--- src/chg_pkg.sv ---
// Shared constants for the charger limit and fault logic
package chg_pkg;
	// Register map
	localparam logic [7:0] ADDR_STATUS = 8'h00;
	localparam logic [7:0] ADDR_INPUT_LIMIT = 8'h01;
	localparam logic [7:0] ADDR_FLOAT_VOLT = 8'h02;
	localparam logic [7:0] ADDR_CHARGE_CUR = 8'h04;
	localparam logic [7:0] ADDR_FLOOR = 8'h05;
	localparam logic [7:0] ADDR_SAFETY = 8'h06;
	// Field positions
	localparam int CAP_LSB = 6;
	localparam int FLOAT_LSB = 2;
	localparam int CUR_LSB = 4;
	localparam int LOOP_BIT = 3;
	localparam int ICEIL_LSB = 4;
	localparam int VCEIL_LSB = 0;
	localparam int STAT_LSB = 4;
	localparam int FAULT_LSB = 0;
	// Reset values
	localparam logic [7:0] INPUT_LIMIT_RST = 8'h00;
	localparam logic [7:0] FLOAT_VOLT_RST = 8'h00;
	localparam logic [7:0] CHARGE_CUR_RST = 8'h00;
	localparam logic [7:0] FLOOR_RST = 8'h00;
	localparam logic [7:0] SAFETY_RST = 8'h00;
	// Fault and status codes
	localparam logic [2:0] FLT_NONE = 3'h0;
	localparam logic [2:0] FLT_OVP = 3'h1;
	localparam logic [2:0] FLT_UVLO = 3'h3;
	localparam logic [2:0] FLT_THERM = 3'h5;
	localparam logic [1:0] STS_READY = 2'h0;
	localparam logic [1:0] STS_CHARGING = 2'h1;
	localparam logic [1:0] STS_FAULT = 2'h3;
	// Decode figures, mA and mV
	localparam logic [11:0] CAP_MA_0 = 12'h064;
	localparam logic [11:0] CAP_MA_1 = 12'h1F4;
	localparam logic [11:0] CAP_MA_2 = 12'h320;
	localparam logic [11:0] CAP_NO_LIMIT = 12'hFFF;
	localparam logic [12:0] FLOOR_BASE_MV = 13'h1075;
	localparam logic [12:0] FLOOR_STEP_MV = 13'h0050;
	localparam logic [11:0] CUR_BASE_MA = 12'h226;
	localparam logic [11:0] CUR_STEP_MA = 12'h064;
	localparam logic [11:0] CUR_MAX_MA = 12'h60E;
	localparam logic [3:0] ICEIL_LAST = 4'h9;
	localparam logic [5:0] VCEIL_BASE_CODE = 6'h23;
	localparam logic [3:0] VCEIL_LAST = 4'hB;
	localparam logic [11:0] FOLDBACK_MA = 12'h226;
	// Timing
	localparam int unsigned CLK_PERIOD_PS = 5000;
	localparam int unsigned CYC_PER_US = 1000000 / CLK_PERIOD_PS;
	localparam int unsigned CYC_PER_MS = 1000000000 / CLK_PERIOD_PS;
	localparam int unsigned PULSE_TIME_US = 128;
	localparam int unsigned PULSE_CYC = PULSE_TIME_US * CYC_PER_US;
	localparam int unsigned RETRY_TIME_MS = 2000;
	localparam int unsigned RETRY_CYC = RETRY_TIME_MS * CYC_PER_MS;
	// Charge control states
	typedef enum logic [5:0] {
		ST_IDLE = 6'b000001,
		ST_CHARGE = 6'b000010,
		ST_THERM = 6'b000100,
		ST_UVWAIT = 6'b001000,
		ST_OVP = 6'b010000,
		ST_SLEEP = 6'b100000
	} chg_state_e;
endpackage

--- src/chg_stat_pulse.sv ---
// Event pin pulse stretcher
`timescale 1ns/1ps
module chg_stat_pulse import chg_pkg::*; #(
	parameter int unsigned PULSE_CYCLES = PULSE_CYC
) (
	input wire logic clk_sys,
	input wire logic rstn,
	input wire logic trigger,
	output logic pulseActive
);
	initial begin
		if (PULSE_CYCLES < 1 || PULSE_CYCLES > 65535) $error("PULSE_CYCLES out of range");
	end

	logic [15:0] count_ff;
	logic [15:0] nxt_count;

	// A new fault during a pulse restarts it, so the host always sees a full width
	always_comb begin
		nxt_count = count_ff;
		if (trigger) begin
			nxt_count = 16'(PULSE_CYCLES);
		end else if (count_ff != 16'h0000) begin
			nxt_count = count_ff - 16'h0001;
		end
	end

	always_ff @(posedge clk_sys or negedge rstn) begin
		if (!rstn) begin
			count_ff <= 16'h0000;
		end else begin
			count_ff <= nxt_count;
		end
	end

	assign pulseActive = (count_ff != 16'h0000);

	a_pulse_width: assert property (@(posedge clk_sys) disable iff (!rstn)
		$rose(pulseActive) |-> count_ff == 16'(PULSE_CYCLES))
		else $error("event pulse started with wrong width");
	// Width is loaded on the start and then counted down one per cycle until the pin opens
	a_pulse_count: assert property (@(posedge clk_sys) disable iff (!rstn)
		pulseActive && !trigger |=> count_ff == $past(count_ff) - 16'h0001)
		else $error("event pulse did not count down");
endmodule // chg_stat_pulse

--- src/chg_limit_fault.sv ---
// Charger input limit, safety clamp and fault control
`timescale 1ns/1ps
// Overview of operation
// - Two-bit input cap selects 100, 500, 800 mA or no limit.
// - Ramp charge current to cap or setting; back off to hold supply floor.
// - Status bit shows when the input voltage loop limits current.
// - Floor code decodes as 4.213 V plus 80 mV per step.
// - Battery above short threshold reloads safety default; host sets it first.
// - Any other register write locks safety until battery falls below short.
// - Float voltage or current written above ceiling stores the ceiling instead.
// - Current ceiling 550 mA plus 100 mA per step, 1550 mA from ten.
// - Voltage ceiling code 100011 plus one per step, capped from twelve.
// - Thermal foldback cuts output current to 550 mA.
// - Thermal shutdown suspends charging, loads fault 101, pulses event pin.
// - Thermal suspend halts timers, keeps state, resumes once die cools.
// - Supply under battery plus offset but above minimum enters sleep, blocks reverse.
// - Supply below minimum ends charging, pulses pin, status 11, fault 011.
// - After under-voltage, restart when supply recovers after the retry interval.
// - Over-voltage opens input switch, suspends, fault 001, status 11, pulses pin.
// - Over-voltage clears with hysteresis; charging resumes after revalidation.
// - Fault pulse on event pin is a 128 us low pulse.
// - Fault code is read in the low three bits of address zero.
module chg_limit_fault import chg_pkg::*; #(
	parameter int unsigned RETRY_CYCLES = RETRY_CYC,
	parameter int unsigned PULSE_CYCLES = PULSE_CYC
) (
	input wire logic clk_sys,
	input wire logic rstn,
	input wire logic regWrStb,
	input wire logic regRdStb,
	input wire logic [7:0] regAddr,
	input wire logic [7:0] regWrData,
	output logic [7:0] regRdData,
	input wire logic batAboveShort,
	input wire logic dieFoldback,
	input wire logic dieShutdown,
	input wire logic dieCooled,
	input wire logic busBelowSleep,
	input wire logic busBelowMin,
	input wire logic busAboveMinRise,
	input wire logic busAboveOvp,
	input wire logic busOvpCleared,
	input wire logic busValidated,
	input wire logic busAtFloor,
	output logic chargeEnable,
	output logic inputSwitchOn,
	output logic reverseBlockOn,
	output logic timersHalt,
	output logic [11:0] inputCapMa,
	output logic [12:0] inputFloorMv,
	output logic [11:0] chargeDemandMa,
	output logic statPinOut,
	output logic statPinOeN
);
	initial begin
		if (RETRY_CYCLES < 1 || RETRY_CYCLES > 32'h1FFF_FFFF) $error("RETRY_CYCLES out of range");
	end

	function automatic logic [11:0] capDecode(input logic [1:0] code);
		case (code)
			2'h0: capDecode = CAP_MA_0;
			2'h1: capDecode = CAP_MA_1;
			2'h2: capDecode = CAP_MA_2;
			default: capDecode = CAP_NO_LIMIT;
		endcase
	endfunction

	function automatic logic [11:0] curDecode(input logic [3:0] code);
		if (code > ICEIL_LAST) curDecode = CUR_MAX_MA;
		else curDecode = 12'(CUR_BASE_MA + CUR_STEP_MA * 12'(code));
	endfunction

	function automatic logic [5:0] vceilDecode(input logic [3:0] code);
		if (code > VCEIL_LAST) vceilDecode = 6'(VCEIL_BASE_CODE + 6'(VCEIL_LAST) + 6'h01);
		else vceilDecode = 6'(VCEIL_BASE_CODE + 6'(code));
	endfunction

	// Comparator pins are asynchronous to clk_sys
	localparam int NSYNC = 11;
	logic [NSYNC-1:0] syncA_ff, syncB_ff, nxt_syncA, nxt_syncB;
	always_comb begin
		nxt_syncA = {busAtFloor, busValidated, busOvpCleared, busAboveOvp, busAboveMinRise, busBelowMin,
			busBelowSleep, dieCooled, dieShutdown, dieFoldback, batAboveShort};
		nxt_syncB = syncA_ff;
	end
	always_ff @(posedge clk_sys or negedge rstn) begin
		if (!rstn) begin
			syncA_ff <= '0;
			syncB_ff <= '0;
		end else begin
			syncA_ff <= nxt_syncA;
			syncB_ff <= nxt_syncB;
		end
	end
	logic sBatShort, sFold, sShut, sCool, sSleep, sUvlo, sUvRise, sOvp, sOvpClr, sValid, sFloor;
	assign {sFloor, sValid, sOvpClr, sOvp, sUvRise, sUvlo, sSleep, sCool, sShut, sFold, sBatShort} = syncB_ff;

	// Register file
	logic [7:0] inLimit_ff, floatV_ff, chgCur_ff, floor_ff, safety_ff, safePend_ff;
	logic safeOpen_ff, safePendValid_ff, batShortPrev_ff;
	logic [7:0] nxt_inLimit, nxt_floatV, nxt_chgCur, nxt_floor, nxt_safety, nxt_safePend;
	logic nxt_safeOpen, nxt_safePendValid;
	logic [3:0] iceil, vceil;
	logic wrOther, wrSafety;
	assign iceil = safety_ff[ICEIL_LSB +: 4];
	assign vceil = safety_ff[VCEIL_LSB +: 4];
	assign wrSafety = regWrStb && (regAddr == ADDR_SAFETY);
	assign wrOther = regWrStb && (regAddr != ADDR_SAFETY);

	always_comb begin
		nxt_inLimit = inLimit_ff;
		nxt_floatV = floatV_ff;
		nxt_chgCur = chgCur_ff;
		nxt_floor = floor_ff;
		nxt_safety = safety_ff;
		nxt_safePend = safePend_ff;
		nxt_safeOpen = safeOpen_ff;
		nxt_safePendValid = safePendValid_ff;
		if (wrOther) begin
			case (regAddr)
				ADDR_INPUT_LIMIT: nxt_inLimit = regWrData;
				ADDR_FLOAT_VOLT: begin
					nxt_floatV = regWrData;
					if (regWrData[FLOAT_LSB +: 6] > vceilDecode(vceil)) nxt_floatV[FLOAT_LSB +: 6] = vceilDecode(vceil);
				end
				ADDR_CHARGE_CUR: begin
					nxt_chgCur = regWrData;
					if (regWrData[CUR_LSB +: 4] > iceil) nxt_chgCur[CUR_LSB +: 4] = iceil;
				end
				ADDR_FLOOR: nxt_floor = {regWrData[7:4], 1'b0, regWrData[2:0]};
				default: ;
			endcase
			nxt_safeOpen = 1'b0;
			nxt_safePendValid = 1'b0;
		end else if (wrSafety && safeOpen_ff) begin
			if (safePendValid_ff && (safePend_ff == regWrData)) begin
				nxt_safety = regWrData;
				nxt_safePendValid = 1'b0;
			end else begin
				nxt_safePend = regWrData;
				nxt_safePendValid = 1'b1;
			end
		end
		// reload default on battery rising above short
		if (sBatShort && !batShortPrev_ff) begin
			nxt_safety = SAFETY_RST;
			nxt_safeOpen = 1'b1;
			nxt_safePendValid = 1'b0;
		end else if (!sBatShort) begin
			// lock lasts until battery falls below short
			nxt_safeOpen = 1'b1;
		end
	end

	always_ff @(posedge clk_sys or negedge rstn) begin
		if (!rstn) begin
			inLimit_ff <= INPUT_LIMIT_RST;
			floatV_ff <= FLOAT_VOLT_RST;
			chgCur_ff <= CHARGE_CUR_RST;
			floor_ff <= FLOOR_RST;
			safety_ff <= SAFETY_RST;
			safePend_ff <= 8'h00;
			safeOpen_ff <= 1'b1;
			safePendValid_ff <= 1'b0;
			batShortPrev_ff <= 1'b0;
		end else begin
			inLimit_ff <= nxt_inLimit;
			floatV_ff <= nxt_floatV;
			chgCur_ff <= nxt_chgCur;
			floor_ff <= nxt_floor;
			safety_ff <= nxt_safety;
			safePend_ff <= nxt_safePend;
			safeOpen_ff <= nxt_safeOpen;
			safePendValid_ff <= nxt_safePendValid;
			batShortPrev_ff <= sBatShort;
		end
	end

	// Charge control and fault reporting
	chg_state_e state_ff, nxt_state;
	logic [28:0] retry_ff, nxt_retry;
	logic [2:0] fault_ff, nxt_fault;
	logic [11:0] demand_ff, nxt_demand;
	logic [7:0] rdData_ff, nxt_rdData;
	logic faultEv;
	logic [2:0] faultCode;
	logic loopActive;
	logic [11:0] capMa, foldMa, targetMa;
	logic [1:0] statusCode;

	assign capMa = capDecode(inLimit_ff[CAP_LSB +: 2]);
	assign foldMa = (sFold && curDecode(chgCur_ff[CUR_LSB +: 4]) > FOLDBACK_MA) ? FOLDBACK_MA
		: curDecode(chgCur_ff[CUR_LSB +: 4]);
	assign targetMa = (capMa < foldMa) ? capMa : foldMa;
	assign loopActive = (state_ff == ST_CHARGE) && sFloor;

	always_comb begin
		nxt_state = state_ff;
		nxt_retry = retry_ff;
		faultEv = 1'b0;
		faultCode = FLT_NONE;
		case (state_ff)
			ST_IDLE: begin
				if (sOvp) begin
					nxt_state = ST_OVP;
					faultEv = 1'b1;
					faultCode = FLT_OVP;
				end else if (sValid && !sUvlo && !sSleep && !sShut) begin
					nxt_state = ST_CHARGE;
				end
			end
			ST_CHARGE: begin
				if (sOvp) begin
					nxt_state = ST_OVP;
					faultEv = 1'b1;
					faultCode = FLT_OVP;
				end else if (sShut) begin
					nxt_state = ST_THERM;
					faultEv = 1'b1;
					faultCode = FLT_THERM;
				end else if (sUvlo) begin
					nxt_state = ST_UVWAIT;
					nxt_retry = 29'(RETRY_CYCLES);
					faultEv = 1'b1;
					faultCode = FLT_UVLO;
				end else if (sSleep) begin
					nxt_state = ST_SLEEP;
				end
			end
			// resume at programmed current once cool
			ST_THERM: begin
				if (sOvp) begin
					nxt_state = ST_OVP;
					faultEv = 1'b1;
					faultCode = FLT_OVP;
				end else if (sCool && !sShut) begin
					nxt_state = ST_CHARGE;
				end
			end
			ST_UVWAIT: begin
				if (retry_ff != 29'h0) nxt_retry = retry_ff - 29'h1;
				if (sOvp) begin
					nxt_state = ST_OVP;
					faultEv = 1'b1;
					faultCode = FLT_OVP;
				end else if (retry_ff == 29'h0 && sUvRise) begin
					nxt_state = ST_IDLE;
				end
			end
			// clear with hysteresis, then revalidate in idle
			ST_OVP: begin
				if (sOvpClr && !sOvp) nxt_state = ST_IDLE;
			end
			ST_SLEEP: begin
				if (sOvp) begin
					nxt_state = ST_OVP;
					faultEv = 1'b1;
					faultCode = FLT_OVP;
				end else if (sUvlo || !sSleep) begin
					nxt_state = ST_IDLE;
				end
			end
			default: nxt_state = ST_IDLE;
		endcase
	end

	always_comb begin
		nxt_fault = fault_ff;
		// Reading the status clears the fault; a fault in the same cycle wins
		if (regRdStb && regAddr == ADDR_STATUS) nxt_fault = FLT_NONE;
		if (faultEv) nxt_fault = faultCode;
		// ramp up to target, back off at the floor
		nxt_demand = demand_ff;
		if (state_ff != ST_CHARGE && state_ff != ST_THERM) begin
			nxt_demand = 12'h000;
		end else if (state_ff == ST_CHARGE) begin
			if (demand_ff > targetMa) nxt_demand = targetMa;
			else if (sFloor && demand_ff != 12'h000) nxt_demand = demand_ff - 12'h001;
			else if (!sFloor && demand_ff < targetMa) nxt_demand = demand_ff + 12'h001;
		end
	end

	always_comb begin
		if (fault_ff != FLT_NONE && state_ff != ST_CHARGE) statusCode = STS_FAULT;
		else if (state_ff == ST_CHARGE || state_ff == ST_THERM) statusCode = STS_CHARGING;
		else statusCode = STS_READY;
		nxt_rdData = 8'h00;
		if (regRdStb) begin
			case (regAddr)
				ADDR_STATUS: begin
					nxt_rdData[STAT_LSB +: 2] = statusCode;
					nxt_rdData[FAULT_LSB +: 3] = fault_ff;
				end
				ADDR_INPUT_LIMIT: nxt_rdData = inLimit_ff;
				ADDR_FLOAT_VOLT: nxt_rdData = floatV_ff;
				ADDR_CHARGE_CUR: nxt_rdData = chgCur_ff;
				ADDR_FLOOR: nxt_rdData = {floor_ff[7:4], loopActive, floor_ff[2:0]};
				ADDR_SAFETY: nxt_rdData = safety_ff;
				default: nxt_rdData = 8'h00;
			endcase
		end
	end

	always_ff @(posedge clk_sys or negedge rstn) begin
		if (!rstn) begin
			state_ff <= ST_IDLE;
			retry_ff <= 29'h0;
			fault_ff <= FLT_NONE;
			demand_ff <= 12'h000;
			rdData_ff <= 8'h00;
		end else begin
			state_ff <= nxt_state;
			retry_ff <= nxt_retry;
			fault_ff <= nxt_fault;
			demand_ff <= nxt_demand;
			rdData_ff <= nxt_rdData;
		end
	end

	logic pulsing;
	chg_stat_pulse #(.PULSE_CYCLES(PULSE_CYCLES)) u_pulse (
		.clk_sys(clk_sys),
		.rstn(rstn),
		.trigger(faultEv),
		.pulseActive(pulsing)
	);

	assign regRdData = rdData_ff;
	assign chargeEnable = (state_ff == ST_CHARGE);
	assign inputSwitchOn = (state_ff != ST_OVP);
	assign reverseBlockOn = (state_ff == ST_SLEEP);
	assign timersHalt = (state_ff == ST_THERM);
	assign inputCapMa = capMa;
	assign inputFloorMv = 13'(FLOOR_BASE_MV + FLOOR_STEP_MV * 13'(floor_ff[2:0]));
	assign chargeDemandMa = demand_ff;
	assign statPinOut = 1'b0;
	assign statPinOeN = !pulsing;

	a_ovp_entry: assert property (@(posedge clk_sys) disable iff (!rstn)
		(state_ff != ST_OVP && sOvp) |=> (state_ff == ST_OVP && !inputSwitchOn && fault_ff == FLT_OVP
		&& !statPinOeN))
		else $error("over-voltage entry wrong");
	a_therm_entry: assert property (@(posedge clk_sys) disable iff (!rstn)
		(state_ff == ST_CHARGE && !sOvp && sShut) |=> (fault_ff == FLT_THERM && timersHalt && !chargeEnable))
		else $error("thermal shutdown entry wrong");
	a_uv_entry: assert property (@(posedge clk_sys) disable iff (!rstn)
		(state_ff == ST_CHARGE && !sOvp && !sShut && sUvlo) |=> (fault_ff == FLT_UVLO
		&& retry_ff == 29'(RETRY_CYCLES) && !chargeEnable))
		else $error("under-voltage entry wrong");
	a_uv_hold: assert property (@(posedge clk_sys) disable iff (!rstn)
		(state_ff == ST_UVWAIT && retry_ff != 29'h0 && !sOvp) |=> (state_ff == ST_UVWAIT))
		else $error("retry left before interval");
	a_sleep_block: assert property (@(posedge clk_sys) disable iff (!rstn)
		(state_ff == ST_CHARGE && !sOvp && !sShut && !sUvlo && sSleep) |=> reverseBlockOn)
		else $error("sleep not entered");
	a_clamp_cur: assert property (@(posedge clk_sys) disable iff (!rstn)
		$changed(chgCur_ff) && !$changed(safety_ff) |-> chgCur_ff[CUR_LSB +: 4] <= iceil)
		else $error("charge current above ceiling");
	a_safe_lock: assert property (@(posedge clk_sys) disable iff (!rstn)
		(wrSafety && !safeOpen_ff && !(sBatShort && !batShortPrev_ff)) |=> $stable(safety_ff))
		else $error("safety changed while locked");
	a_safe_twice: assert property (@(posedge clk_sys) disable iff (!rstn)
		$changed(safety_ff) |-> (safety_ff == SAFETY_RST) || ($past(wrSafety) && $past(safePendValid_ff)
		&& $past(safePend_ff) == safety_ff))
		else $error("safety set without matching second write");
	a_fold_cap: assert property (@(posedge clk_sys) disable iff (!rstn)
		sFold && state_ff == ST_CHARGE ##1 sFold |-> demand_ff <= FOLDBACK_MA || $past(demand_ff) > FOLDBACK_MA)
		else $error("foldback current exceeded");
	a_floor_back: assert property (@(posedge clk_sys) disable iff (!rstn)
		(loopActive && demand_ff != 12'h000 && demand_ff <= targetMa && !sOvp && !sShut && !sUvlo && !sSleep)
		|=> demand_ff == $past(demand_ff) - 12'h001)
		else $error("floor loop did not back off");

	c_ovp_seen: cover property (@(posedge clk_sys) disable iff (!rstn) state_ff == ST_OVP);
	c_uv_retry: cover property (@(posedge clk_sys) disable iff (!rstn) state_ff == ST_UVWAIT ##1 state_ff == ST_IDLE);
	c_therm_resume: cover property (@(posedge clk_sys) disable iff (!rstn) state_ff == ST_THERM ##1 state_ff == ST_CHARGE);
	c_safe_set: cover property (@(posedge clk_sys) disable iff (!rstn) $changed(safety_ff) && safety_ff != SAFETY_RST);
endmodule // chg_limit_fault

--- config.mk ---
export PLATFORM = sky130hd
export DESIGN_NAME = chg_limit_fault
export DESIGN_NICKNAME = d
export VERILOG_FILES = /design/src/chg_pkg.sv /design/src/chg_stat_pulse.sv /design/src/chg_limit_fault.sv
export SDC_FILE = /design/constraint.sdc
export NUM_CORES = 1
export LEC_CHECK = 0
export ABC_AREA = 1
export BUFFER_PORTS_ARGS = -buffer_cell sky130_fd_sc_hd__clkbuf_2
export CORE_UTILIZATION = 35
export DETAILED_ROUTE_END_ITERATION = 10
export GPL_TIMING_DRIVEN = 0
export HOLD_SLACK_MARGIN = 0.06
export SLEW_MARGIN = 20
export SYNTH_ARGS = -nofsm -noshare
export SYNTH_HDL_FRONTEND = slang
export SYNTH_SLANG_ARGS = --single-unit
--- constraint.sdc ---
create_clock -name clk_sys -period 11.5 [get_ports clk_sys]
set_input_delay 1.15 -clock clk_sys [delete_from_list [all_inputs] [get_ports clk_sys]]
set_output_delay 1.15 -clock clk_sys [all_outputs]
set_load 0.01 [all_outputs]
==> impl_metrics.py, run 1 <==
metrics = {
    "die": {
        "ios": 82,
        "fp.dieW_microns": 160,
        "start_util_pct": 35.8,
        "dieArea_sq_um": 25700,
        "core_sq_um": 24500,
        "fp.dieH_microns": 160,
        "num_rows": 57,
    },
    "critical_path": {
        "crit_path_top_delay_cell": "a211oi_1",
        "cp.arrival_ns": 7.11,
        "cp-end-kind": "register",
        "critPathRequiredTime_ns": 11.87,
        "cp_top_family": "simple AND/OR/NAND/NOR gates",
        "worst-path-buf-inv": 7,
        "crit_fanout": 10,
        "path_common_cell": "nand2_1",
        "rrSetupSlack_ns": 4.75,
        "path_class": "reg2reg",
        "worstSetupStartpointType": "register",
        "slowest_delay_ns": 0.63,
    },
    "yosys": {
        "ys.flop_type": "dfrtp_1",
        "synth_top_area_share_pct": 41.1,
        "avgSynthCellArea_sq_um": 7.73,
        "synthTopCellsByArea": "dfrtp_1 (41%), nand2_1 (11%), ha_1 (8.3%), inv_1 (6.4%), o21ai_0 (5.3%)",
        "synth.ff_latch_count": 146,
        "yosysWarnings": 0,
        "yosysMostFrequentCell": "nand2_1",
        "yosysTopAreaCell": "dfrtp_1",
        "synthesis.instances": 1133,
        "yosysUniqueCellTypes": 52,
        "synth_edf_count": 0,
        "yosys-top-cells-count": "nand2_1 (252), inv_1 (149), dfrtp_1 (144)",
        "yosysSeqAreaShare_pct": 41.7,
        "async_flop_share_pct": 100,
        "syn-cell-area_sq_um": 8760,
    },
    "clocking": {
        "insertion_delay_ns": 0.43,
        "clk_pin_slew_ns": 0.06,
        "cts_setup_buffers": 0,
        "tritoncts.num_buffers": 17,
        "cts_tree": "done",
        "clock_path_buffers": 2,
        "cts-root-buf": "clkbuf_16",
        "cts_num_sinks": 146,
        "postCtsHoldBufs": 0,
        "cts_max_level": 4,
        "cts_resized": 0,
    },
    "routing": {
        "firstDrtPassIters": 5,
        "drt-total-wl_mm": 21.0,
        "vias": 7634,
        "drc": 0,
        "wl_per_cell_microns": 13.4,
        "wl_met2_mm": 10.2,
        "route.met3.wl_microns": 553,
        "vias_per_cell": 4.86,
        "wl_met1_mm": 10.1,
        "drtAntennaViolNets": 0,
        "highest_layer": "met4",
        "drtIter0Drc": 484,
    },
    "sta": {
        "period_share_pct": 58.7,
        "rsz0062_at_grt": "false",
        "tightest_slew_ns": 0.875,
        "skew_ns": 0.00914,
        "fin_tns_setup_ns": 0,
        "max_slew_margin_pct": 41.3,
        "slew_violations": 0,
        "finalSetupViolCount": 0,
        "hold_viol": 0,
        "fin_ws_ns": 4.75,
        "period_minus_slack_ns": 6.75,
        "fmax_mhz": 148,
    },
    "finish": {
        "diodes": 0,
        "area_delta_synth_final_pct": 16.4,
        "fill_cells": 2447,
        "drive_gt1_share_pct": 11.7,
        "final_nets": 1324,
    },
    "global_routing": {
        "gr-total-overflow": 0,
        "grt_max_degree": 84,
        "track_usage_pct": 17.1,
        "grt_pass1_wl_mm": 35.4,
        "antenna_found_initial": 0,
        "grt_pass1_vias": 7352,
    },
    "placement": {
        "io_buffers": 73,
        "gp_congestion": 0.861,
        "dpl.hpwl_mm": 15.7,
        "dp_slack_ns": 4.82,
    },
    "run": {
        "drv_cap": 0,
    },
    "power_and_ir_drop": {
        "p_leak_nw": 5.10,
        "power.density_nw_per_um2": 171,
        "ir_drop_mv": 0.0972,
        "p_total_mw": 1.75,
    },
    "run_status": {
        "status": "finished clean",
    },
    "worst_hold_path": {
        "min_path_type": "reg2reg",
    },
}
layer usage:
metal / global-route usage (%) / vias up
li1: - / 3933
met4: 5.02 / 0
met2: 29.1 / 107
met5: 0 / -
met3: 2.88 / 16
met1: 22.2 / 3578
worst reg2reg max path, delay by kind of cell (launching register included):
kind | cells | cell delay, ns
and+or+nand+nor | 16 | 1.87
AOI/OAI and AO/OA | 7 | 1.68
adders and majority gates | 5 | 1.59
buffers and inverters | 7 | 1.09
DFF | 1 | 0.47
worst paths after layout:
kind,start,to,cells past startpoint
max in group asynchronous,rstn,state_ff[0],2
max,chgCur_ff[4],chargeDemandMa[9],35
max reg2reg,chgCur_ff[4],chargeDemandMa[9],35
min in group asynchronous,rstn,retry_ff[3],1
min reg2reg,nxt_syncB[6],syncB_ff[6],0
min,nxt_syncB[6],syncB_ff[6],0
cell type report:
class                   instances  area, sq um  share of cell area (%)
well taps                     324          405                    3.97
flip-flops and latches        146         3660                    35.8
repair buffers                 74          402                    3.94
multi-input cells             809         4380                    42.9
plain buffers                  31          174                    1.71
inverters                     154          578                    5.67
clock inverters                13          173                    1.69
clock buffers                  19          433                    4.24
stage by stage:
step                std cells  util (%)  area [sq um]  hold WS (ns)
floorplan                1140         -          8790         0.331
global placement         1537      39.1          9560         0.335
detailed placement       1538      39.2          9590         0.336
CTS                      1570      41.7         10200         0.349
global route             1570      41.7         10200         0.352
finish                   1570      41.7         10200         0.346
flip-flops by register name, indices dropped and copies added, names as in the netlist, 3 cells and up:
| name | cells |
|---|---|
| safety_ff | 8 |
| safePend_ff | 8 |
| retry_ff | 29 |
| chargeDemandMa | 12 |
| chgCur_ff | 8 |
| regRdData | 8 |
| u_pulse.count_ff | 16 |
| fault_ff | 3 |
| floatV_ff | 8 |
| syncB_ff | 11 |
| inLimit_ff | 8 |
| floor_ff | 7 |
| state_ff | 6 |
| nxt_syncB | 11 |
cells in the final DEF (no fill, tap or decap), types with 4 or more instances in the layout:
master,n
inv_6,4
o31ai_1,4
nand4_1,16
or2_2,4
a221oi_1,6
inv_2,4
dfrtp_1,144
buf_4,15
nand2_1,252
nor2_1,107
inv_1,149
nand2_2,4
ha_1,58
xnor2_1,5
nor4_1,9
conb_1,9
a21oi_1,89
o21ai_0,93
o22ai_1,10
clkbuf_2,72
a31oi_1,4
clkbuf_1,15
a211oi_1,6
nor3_1,19
nand3_1,61
xor2_1,13
clkbuf_16,17
power by group:
group          internal, mW  total, mW  switching, mW
combinational         0.177      0.502          0.325
clock                 0.346      0.575          0.229
sequential            0.598      0.669         0.0717
kinds of logic after synthesis:
logic type               share of synthesized area, %
AO/OA/AOI/OAI                                    14.6
AND/OR/NAND/NOR                                  24.5
XOR/XNOR                                         1.80
adder cells (fa/ha/maj)                          8.74
other                                          0.0857
buffers and inverters                            8.58
flip-flops                                       41.7
Power figures use the tool's default switching activity.
==> run 2: changes to the inputs <==
==> constraint.sdc (replaced) <==
create_clock -name clk_sys -period 7.1 [get_ports clk_sys]
set_input_delay 0.71 -clock clk_sys [delete_from_list [all_inputs] [get_ports clk_sys]]
set_output_delay 0.71 -clock clk_sys [all_outputs]
set_load 0.01 [all_outputs]
==> impl_metrics.py, run 2 (synthesized netlist as in run 1, its figures left out) <==
metrics = {
    "finish": {
        "fin_area_sq_um": 10200,
        "mostFrequentLayoutCell": "nand2_1",
        "layout_common_cells": "nand2_1 (252), inv_1 (149), dfrtp_1 (144)",
        "multi_input_area_sq_um": 4380,
        "area_delta_synth_final_pct": 16.5,
        "regMostFlops": "retry_ff",
        "seqCellArea_sq_um": 3660,
        "fill_cells": 2446,
        "largest_register_ffs": 29,
        "diodes": 0,
        "drive_gt1_share_pct": 11.9,
        "final_nets": 1323,
    },
    "die": {
        "dieArea_sq_um": 25700,
        "start_util_pct": 35.8,
        "ios": 82,
        "fp.dieH_microns": 160,
        "core_sq_um": 24500,
        "fp.dieW_microns": 160,
        "num_rows": 57,
    },
    "power_and_ir_drop": {
        "p_leak_nw": 5.10,
        "p_total_mw": 2.83,
        "power.density_nw_per_um2": 277,
        "ir_drop_mv": 0.158,
    },
    "critical_path": {
        "cp-end-kind": "register",
        "path_common_cell": "nand2_1",
        "cp.arrival_ns": 6.65,
        "path_class": "reg2reg",
        "critPathRequiredTime_ns": 7.42,
        "slowest_delay_ns": 0.47,
        "worstSetupStartpointType": "register",
        "crit_fanout": 10,
        "crit_path_top_delay_cell": "dfrtp_1",
    },
    "global_routing": {
        "track_usage_pct": 17.1,
        "antenna_found_initial": 0,
        "gr-total-overflow": 0,
        "grt_pass1_wl_mm": 35.4,
        "grt_max_degree": 84,
        "grt_pass1_vias": 7352,
    },
    "clocking": {
        "clock_path_buffers": 2,
        "insertion_delay_ns": 0.43,
        "cts_tree": "done",
        "cts_num_sinks": 146,
        "cts_max_level": 4,
        "clk_pin_slew_ns": 0.06,
        "tritoncts.num_buffers": 17,
        "cts-root-buf": "clkbuf_16",
        "postCtsHoldBufs": 0,
    },
    "placement": {
        "dpl.hpwl_mm": 15.7,
        "gp_congestion": 0.861,
        "io_buffers": 73,
        "placed_area_sq_um": 9590,
    },
    "routing": {
        "drtIter0Drc": 496,
        "drc": 0,
        "vias_per_cell": 4.87,
        "drt-total-wl_mm": 21.0,
        "vias": 7648,
        "wl_per_cell_microns": 13.4,
        "drtAntennaViolNets": 0,
        "firstDrtPassIters": 4,
    },
    "sta": {
        "tightest_slew_ns": 0.880,
        "fmax_mhz": 158,
        "whs_ns": 0.317,
        "hold_viol": 0,
        "finalSetupViolCount": 0,
        "max_slew_margin_pct": 40.9,
        "period_minus_slack_ns": 6.33,
        "rsz0062_at_grt": "false",
        "fin_tns_setup_ns": 0,
        "slew_violations": 0,
        "skew_ns": 0.00961,
        "period_share_pct": 89.1,
    },
    "worst_hold_path": {
        "min_path_type": "in2async",
    },
    "run": {
        "drv_cap": 0,
    },
    "run_status": {
        "status": "finished clean",
    },
}
## run 2: cell types whose count changed in the layout (fill, tap and decap cells not counted)
cell,delta
a211oi_1,-1
a211oi_2,+1
clkbuf_1,-2
clkbuf_2,+1
o21ai_0,-1
o21ai_1,+1
## run 2: power breakdown
group	internal (mW)	total (mW)	switching, mW	leakage [nW]
clock network	0.560	0.932	0.372	0.299
logic	0.287	0.813	0.527	2.91
registers	0.968	1.08	0.116	1.89
total	1.81	2.83	1.02	5.10
## run 2: per-layer routing
layer  part of all wire [%]  wire length (microns)  GRT usage [%]  vias up
met5                      0                      0              0        -
met4                   0.96                    203           5.02        0
met3                    2.7                    560           2.88       16
met2                     48                  10200           29.1      114
met1                     48                  10100           22.2     3583
li1                       -                      -              -     3935
## run 2: metrics by stage
step	std cells	utilization, %	setup WS, ns
floorplan	1140	-	1.56
global placement	1537	39.1	0.483
detailed placement	1538	39.2	0.422
CTS	1570	41.7	0.366
global route	1569	41.7	0.0381
finish	1569	41.7	0.773
## run 2: final cells by class
type / instances / area share (%)
Buffer: 30 / 1.68
Clock buffer: 19 / 4.24
Clock inverter: 13 / 1.69
Inverter: 154 / 5.67
Multi-Input combinational cell: 809 / 43.0
Sequential cell: 146 / 35.8
Tap cell: 324 / 3.97
Timing Repair Buffer: 74 / 3.94
## run 2: worst paths after layout
check / startpoint / to / slack (ns) / cells after the start
max reg2reg: chgCur_ff[4] / chargeDemandMa[9] / 0.77 / 39
min reg2reg: nxt_syncB[6] / syncB_ff[6] / 0.35 / 0
min in group clk_sys: nxt_syncB[6] / syncB_ff[6] / 0.35 / 0
max in group asynchronous: rstn / state_ff[0] / 6.00 / 2
min: rstn / retry_ff[3] / 0.32 / 1
max: chgCur_ff[4] / chargeDemandMa[9] / 0.77 / 39
## run 2: worst max-delay path, delay by kind of cell, from the launching register on
| kind | cells | cell delay, ns |
|---|---|---|
| simple gates | 17 | 1.74 |
| compound gates | 10 | 1.44 |
| fa+ha+maj | 5 | 1.60 |
| flops | 1 | 0.47 |
| buf+inv | 7 | 0.98 |
## run 2: timing repair
action,in CTS,in global routing
setup endpoints to repair,0,11
setup buffers,0,0
gates resized for setup,0,4
==> run 3: changes to the inputs <==
--- a/config.mk
+++ b/config.mk
@@ -6,9 +6,10 @@
 export NUM_CORES = 1
 export LEC_CHECK = 0
 export ABC_AREA = 1
-export BUFFER_PORTS_ARGS = -buffer_cell sky130_fd_sc_hd__clkbuf_2
 export CORE_UTILIZATION = 35
+export CTS_BUF_LIST = sky130_fd_sc_hd__clkbuf_4
 export DETAILED_ROUTE_END_ITERATION = 10
+export DONT_BUFFER_PORTS = 1
 export GPL_TIMING_DRIVEN = 0
 export HOLD_SLACK_MARGIN = 0.06
 export SLEW_MARGIN = 20
==> impl_metrics.py, run 3 (synthesized netlist as in run 1, its figures left out) <==
metrics = {
    "routing": {
        "drtIter0Drc": 427,
        "drtAntennaViolNets": 0,
        "vias_per_cell": 4.93,
        "drt-total-wl_mm": 21.1,
        "firstDrtPassIters": 5,
        "vias": 7386,
        "drc": 0,
        "wl_per_cell_microns": 14.1,
    },
    "critical_path": {
        "crit_fanout": 12,
        "cp.arrival_ns": 6.75,
        "r2r-start": "chgCur_ff[4]",
        "slowest_delay_ns": 0.48,
        "cp-startpoint": "chgCur_ff[4]",
        "path_common_cell": "nand2_1",
        "crit_path_top_delay_cell": "dfrtp_1",
        "critPathRequiredTime_ns": 7.62,
        "worstSetupStartpointType": "register",
        "cp-end-kind": "register",
        "path_class": "reg2reg",
    },
    "die": {
        "dieArea_sq_um": 25700,
        "ios": 82,
        "fp.dieH_microns": 160,
        "core_sq_um": 24500,
        "num_rows": 57,
        "fp.dieW_microns": 160,
        "start_util_pct": 35.8,
    },
    "placement": {
        "dpl.hpwl_mm": 15.7,
        "gp_congestion": 0.832,
        "io_buffers": 0,
        "dp.cells": 1464,
        "dp_slack_ns": 0.528,
    },
    "clocking": {
        "clock_path_buffers": 2,
        "cts_max_level": 4,
        "cts_num_sinks": 146,
        "insertion_delay_ns": 0.58,
        "clk_pin_slew_ns": 0.15,
        "tritoncts.num_buffers": 17,
        "cts-root-buf": "clkbuf_4",
        "cts_tree": "done",
    },
    "global_routing": {
        "antenna_found_initial": 1,
        "track_usage_pct": 17.1,
        "gr-total-overflow": 0,
        "grt_max_degree": 147,
        "grt_pass1_vias": 7161,
        "grt_pass1_wl_mm": 35.3,
    },
    "finish": {
        "regMostFlops": "retry_ff",
        "largest_register_ffs": 29,
        "drive_gt1_share_pct": 6.48,
        "area_delta_synth_final_pct": 8.57,
        "mostFrequentLayoutCell": "nand2_1",
        "final_nets": 1251,
        "stdcell_count": 1499,
        "layout_common_cells": "nand2_1 (252), inv_1 (149), dfrtp_1 (144)",
    },
    "power_and_ir_drop": {
        "power_frac_clock_pct": 22.2,
        "pwr-share-comb_pct": 32.9,
        "seqPwrFrac_pct": 44.9,
        "power.internal_mw": 1.43,
        "switchingPower_mw": 0.987,
        "ir_drop_mv": 0.116,
        "p_leak_nw": 4.64,
        "p_sw_share_pct": 40.9,
        "power.density_nw_per_um2": 254,
    },
    "sta": {
        "hold_viol": 0,
        "whs_ns": 0.0855,
        "fmax_mhz": 161,
        "tightest_slew_ns": 0.952,
        "max_slew_margin_pct": 36.1,
        "fin_tns_setup_ns": 0,
        "slew_violations": 0,
        "skew_ns": 0.0295,
        "period_share_pct": 87.7,
        "period_minus_slack_ns": 6.23,
        "rsz0062_at_grt": "false",
        "finalSetupViolCount": 0,
        "fin_ws_ns": 0.873,
    },
    "run": {
        "drv_cap": 0,
    },
    "worst_hold_path": {
        "min_path_type": "in2async",
    },
    "run_status": {
        "status": "finished clean",
    },
}
run 3: worst paths after layout:
path	end	slack [ns]	depth (start not counted)
worst max-delay path	chargeDemandMa[2]	0.87	40
worst min-delay path	chargeDemandMa[6]	0.09	1
worst max register to register	chargeDemandMa[2]	0.87	40
worst min register to register	syncB_ff[10]	0.35	0
max in group asynchronous	nxt_syncB[3]	6.42	1
min in group clk_sys	nxt_syncB[7]	0.13	0
run 3: timing repair:
item                       4_1_cts  5_1_grt
hold endpoints to repair       146        1
setup buffers                    0        0
resized for setup                0        4
hold buffers                     1        1
setup endpoints to repair        0       11
run 3: layout make-up:
cell class | count | area (sq um)
inverters | 154 | 578
fillers | 2543 | 15000
diodes | 2 | 5.00
well taps | 324 | 405
multi-input cells | 809 | 4380
flip-flops and latches | 146 | 3660
clock buffers | 17 | 128
repair buffers | 2 | 37.5
clock inverters | 15 | 146
plain buffers | 30 | 171
run 3: worst max-delay path, delay by kind of cell (launching register included):
family | cells | cell delay (ns)
DFF | 1 | 0.48
adders and majority gates | 5 | 1.62
AOI/OAI and AO/OA | 8 | 1.26
buffers and inverters | 7 | 0.98
and+or+nand+nor | 20 | 1.83
run 3: per-layer routing:
| metal | vias up | part of all wire (%) | track usage (%) |
|---|---|---|---|
| li1 | 3798 | - | - |
| met1 | 3446 | 47 | 22.2 |
| met2 | 127 | 48 | 28.5 |
| met3 | 15 | 4.9 | 4.62 |
| met4 | 0 | 0.83 | 3.46 |
| met5 | - | 0 | 0 |
run 3: through the flow:
stage                     cell area, sq um  util [%]  power [mW]
after floorplan                       8790         -        1.70
after global placement                9190      37.6        1.86
after detailed placement              9190      37.6        1.88
after CTS                             9490      38.8        2.44
after global routing                  9510      38.9        2.62
final                                 9510      38.9        2.41
run 3: power by group through the flow:
stage | clock [mW] | sequential, mW | combinational (mW)
2_1_floorplan | 0 | 1.07 | 0.634
3_3_place_gp | 0 | 1.10 | 0.758
3_5_place_dp | 0 | 1.10 | 0.780
4_1_cts | 0.558 | 1.08 | 0.800
5_1_grt | 0.588 | 1.10 | 0.926
6_report | 0.535 | 1.08 | 0.793
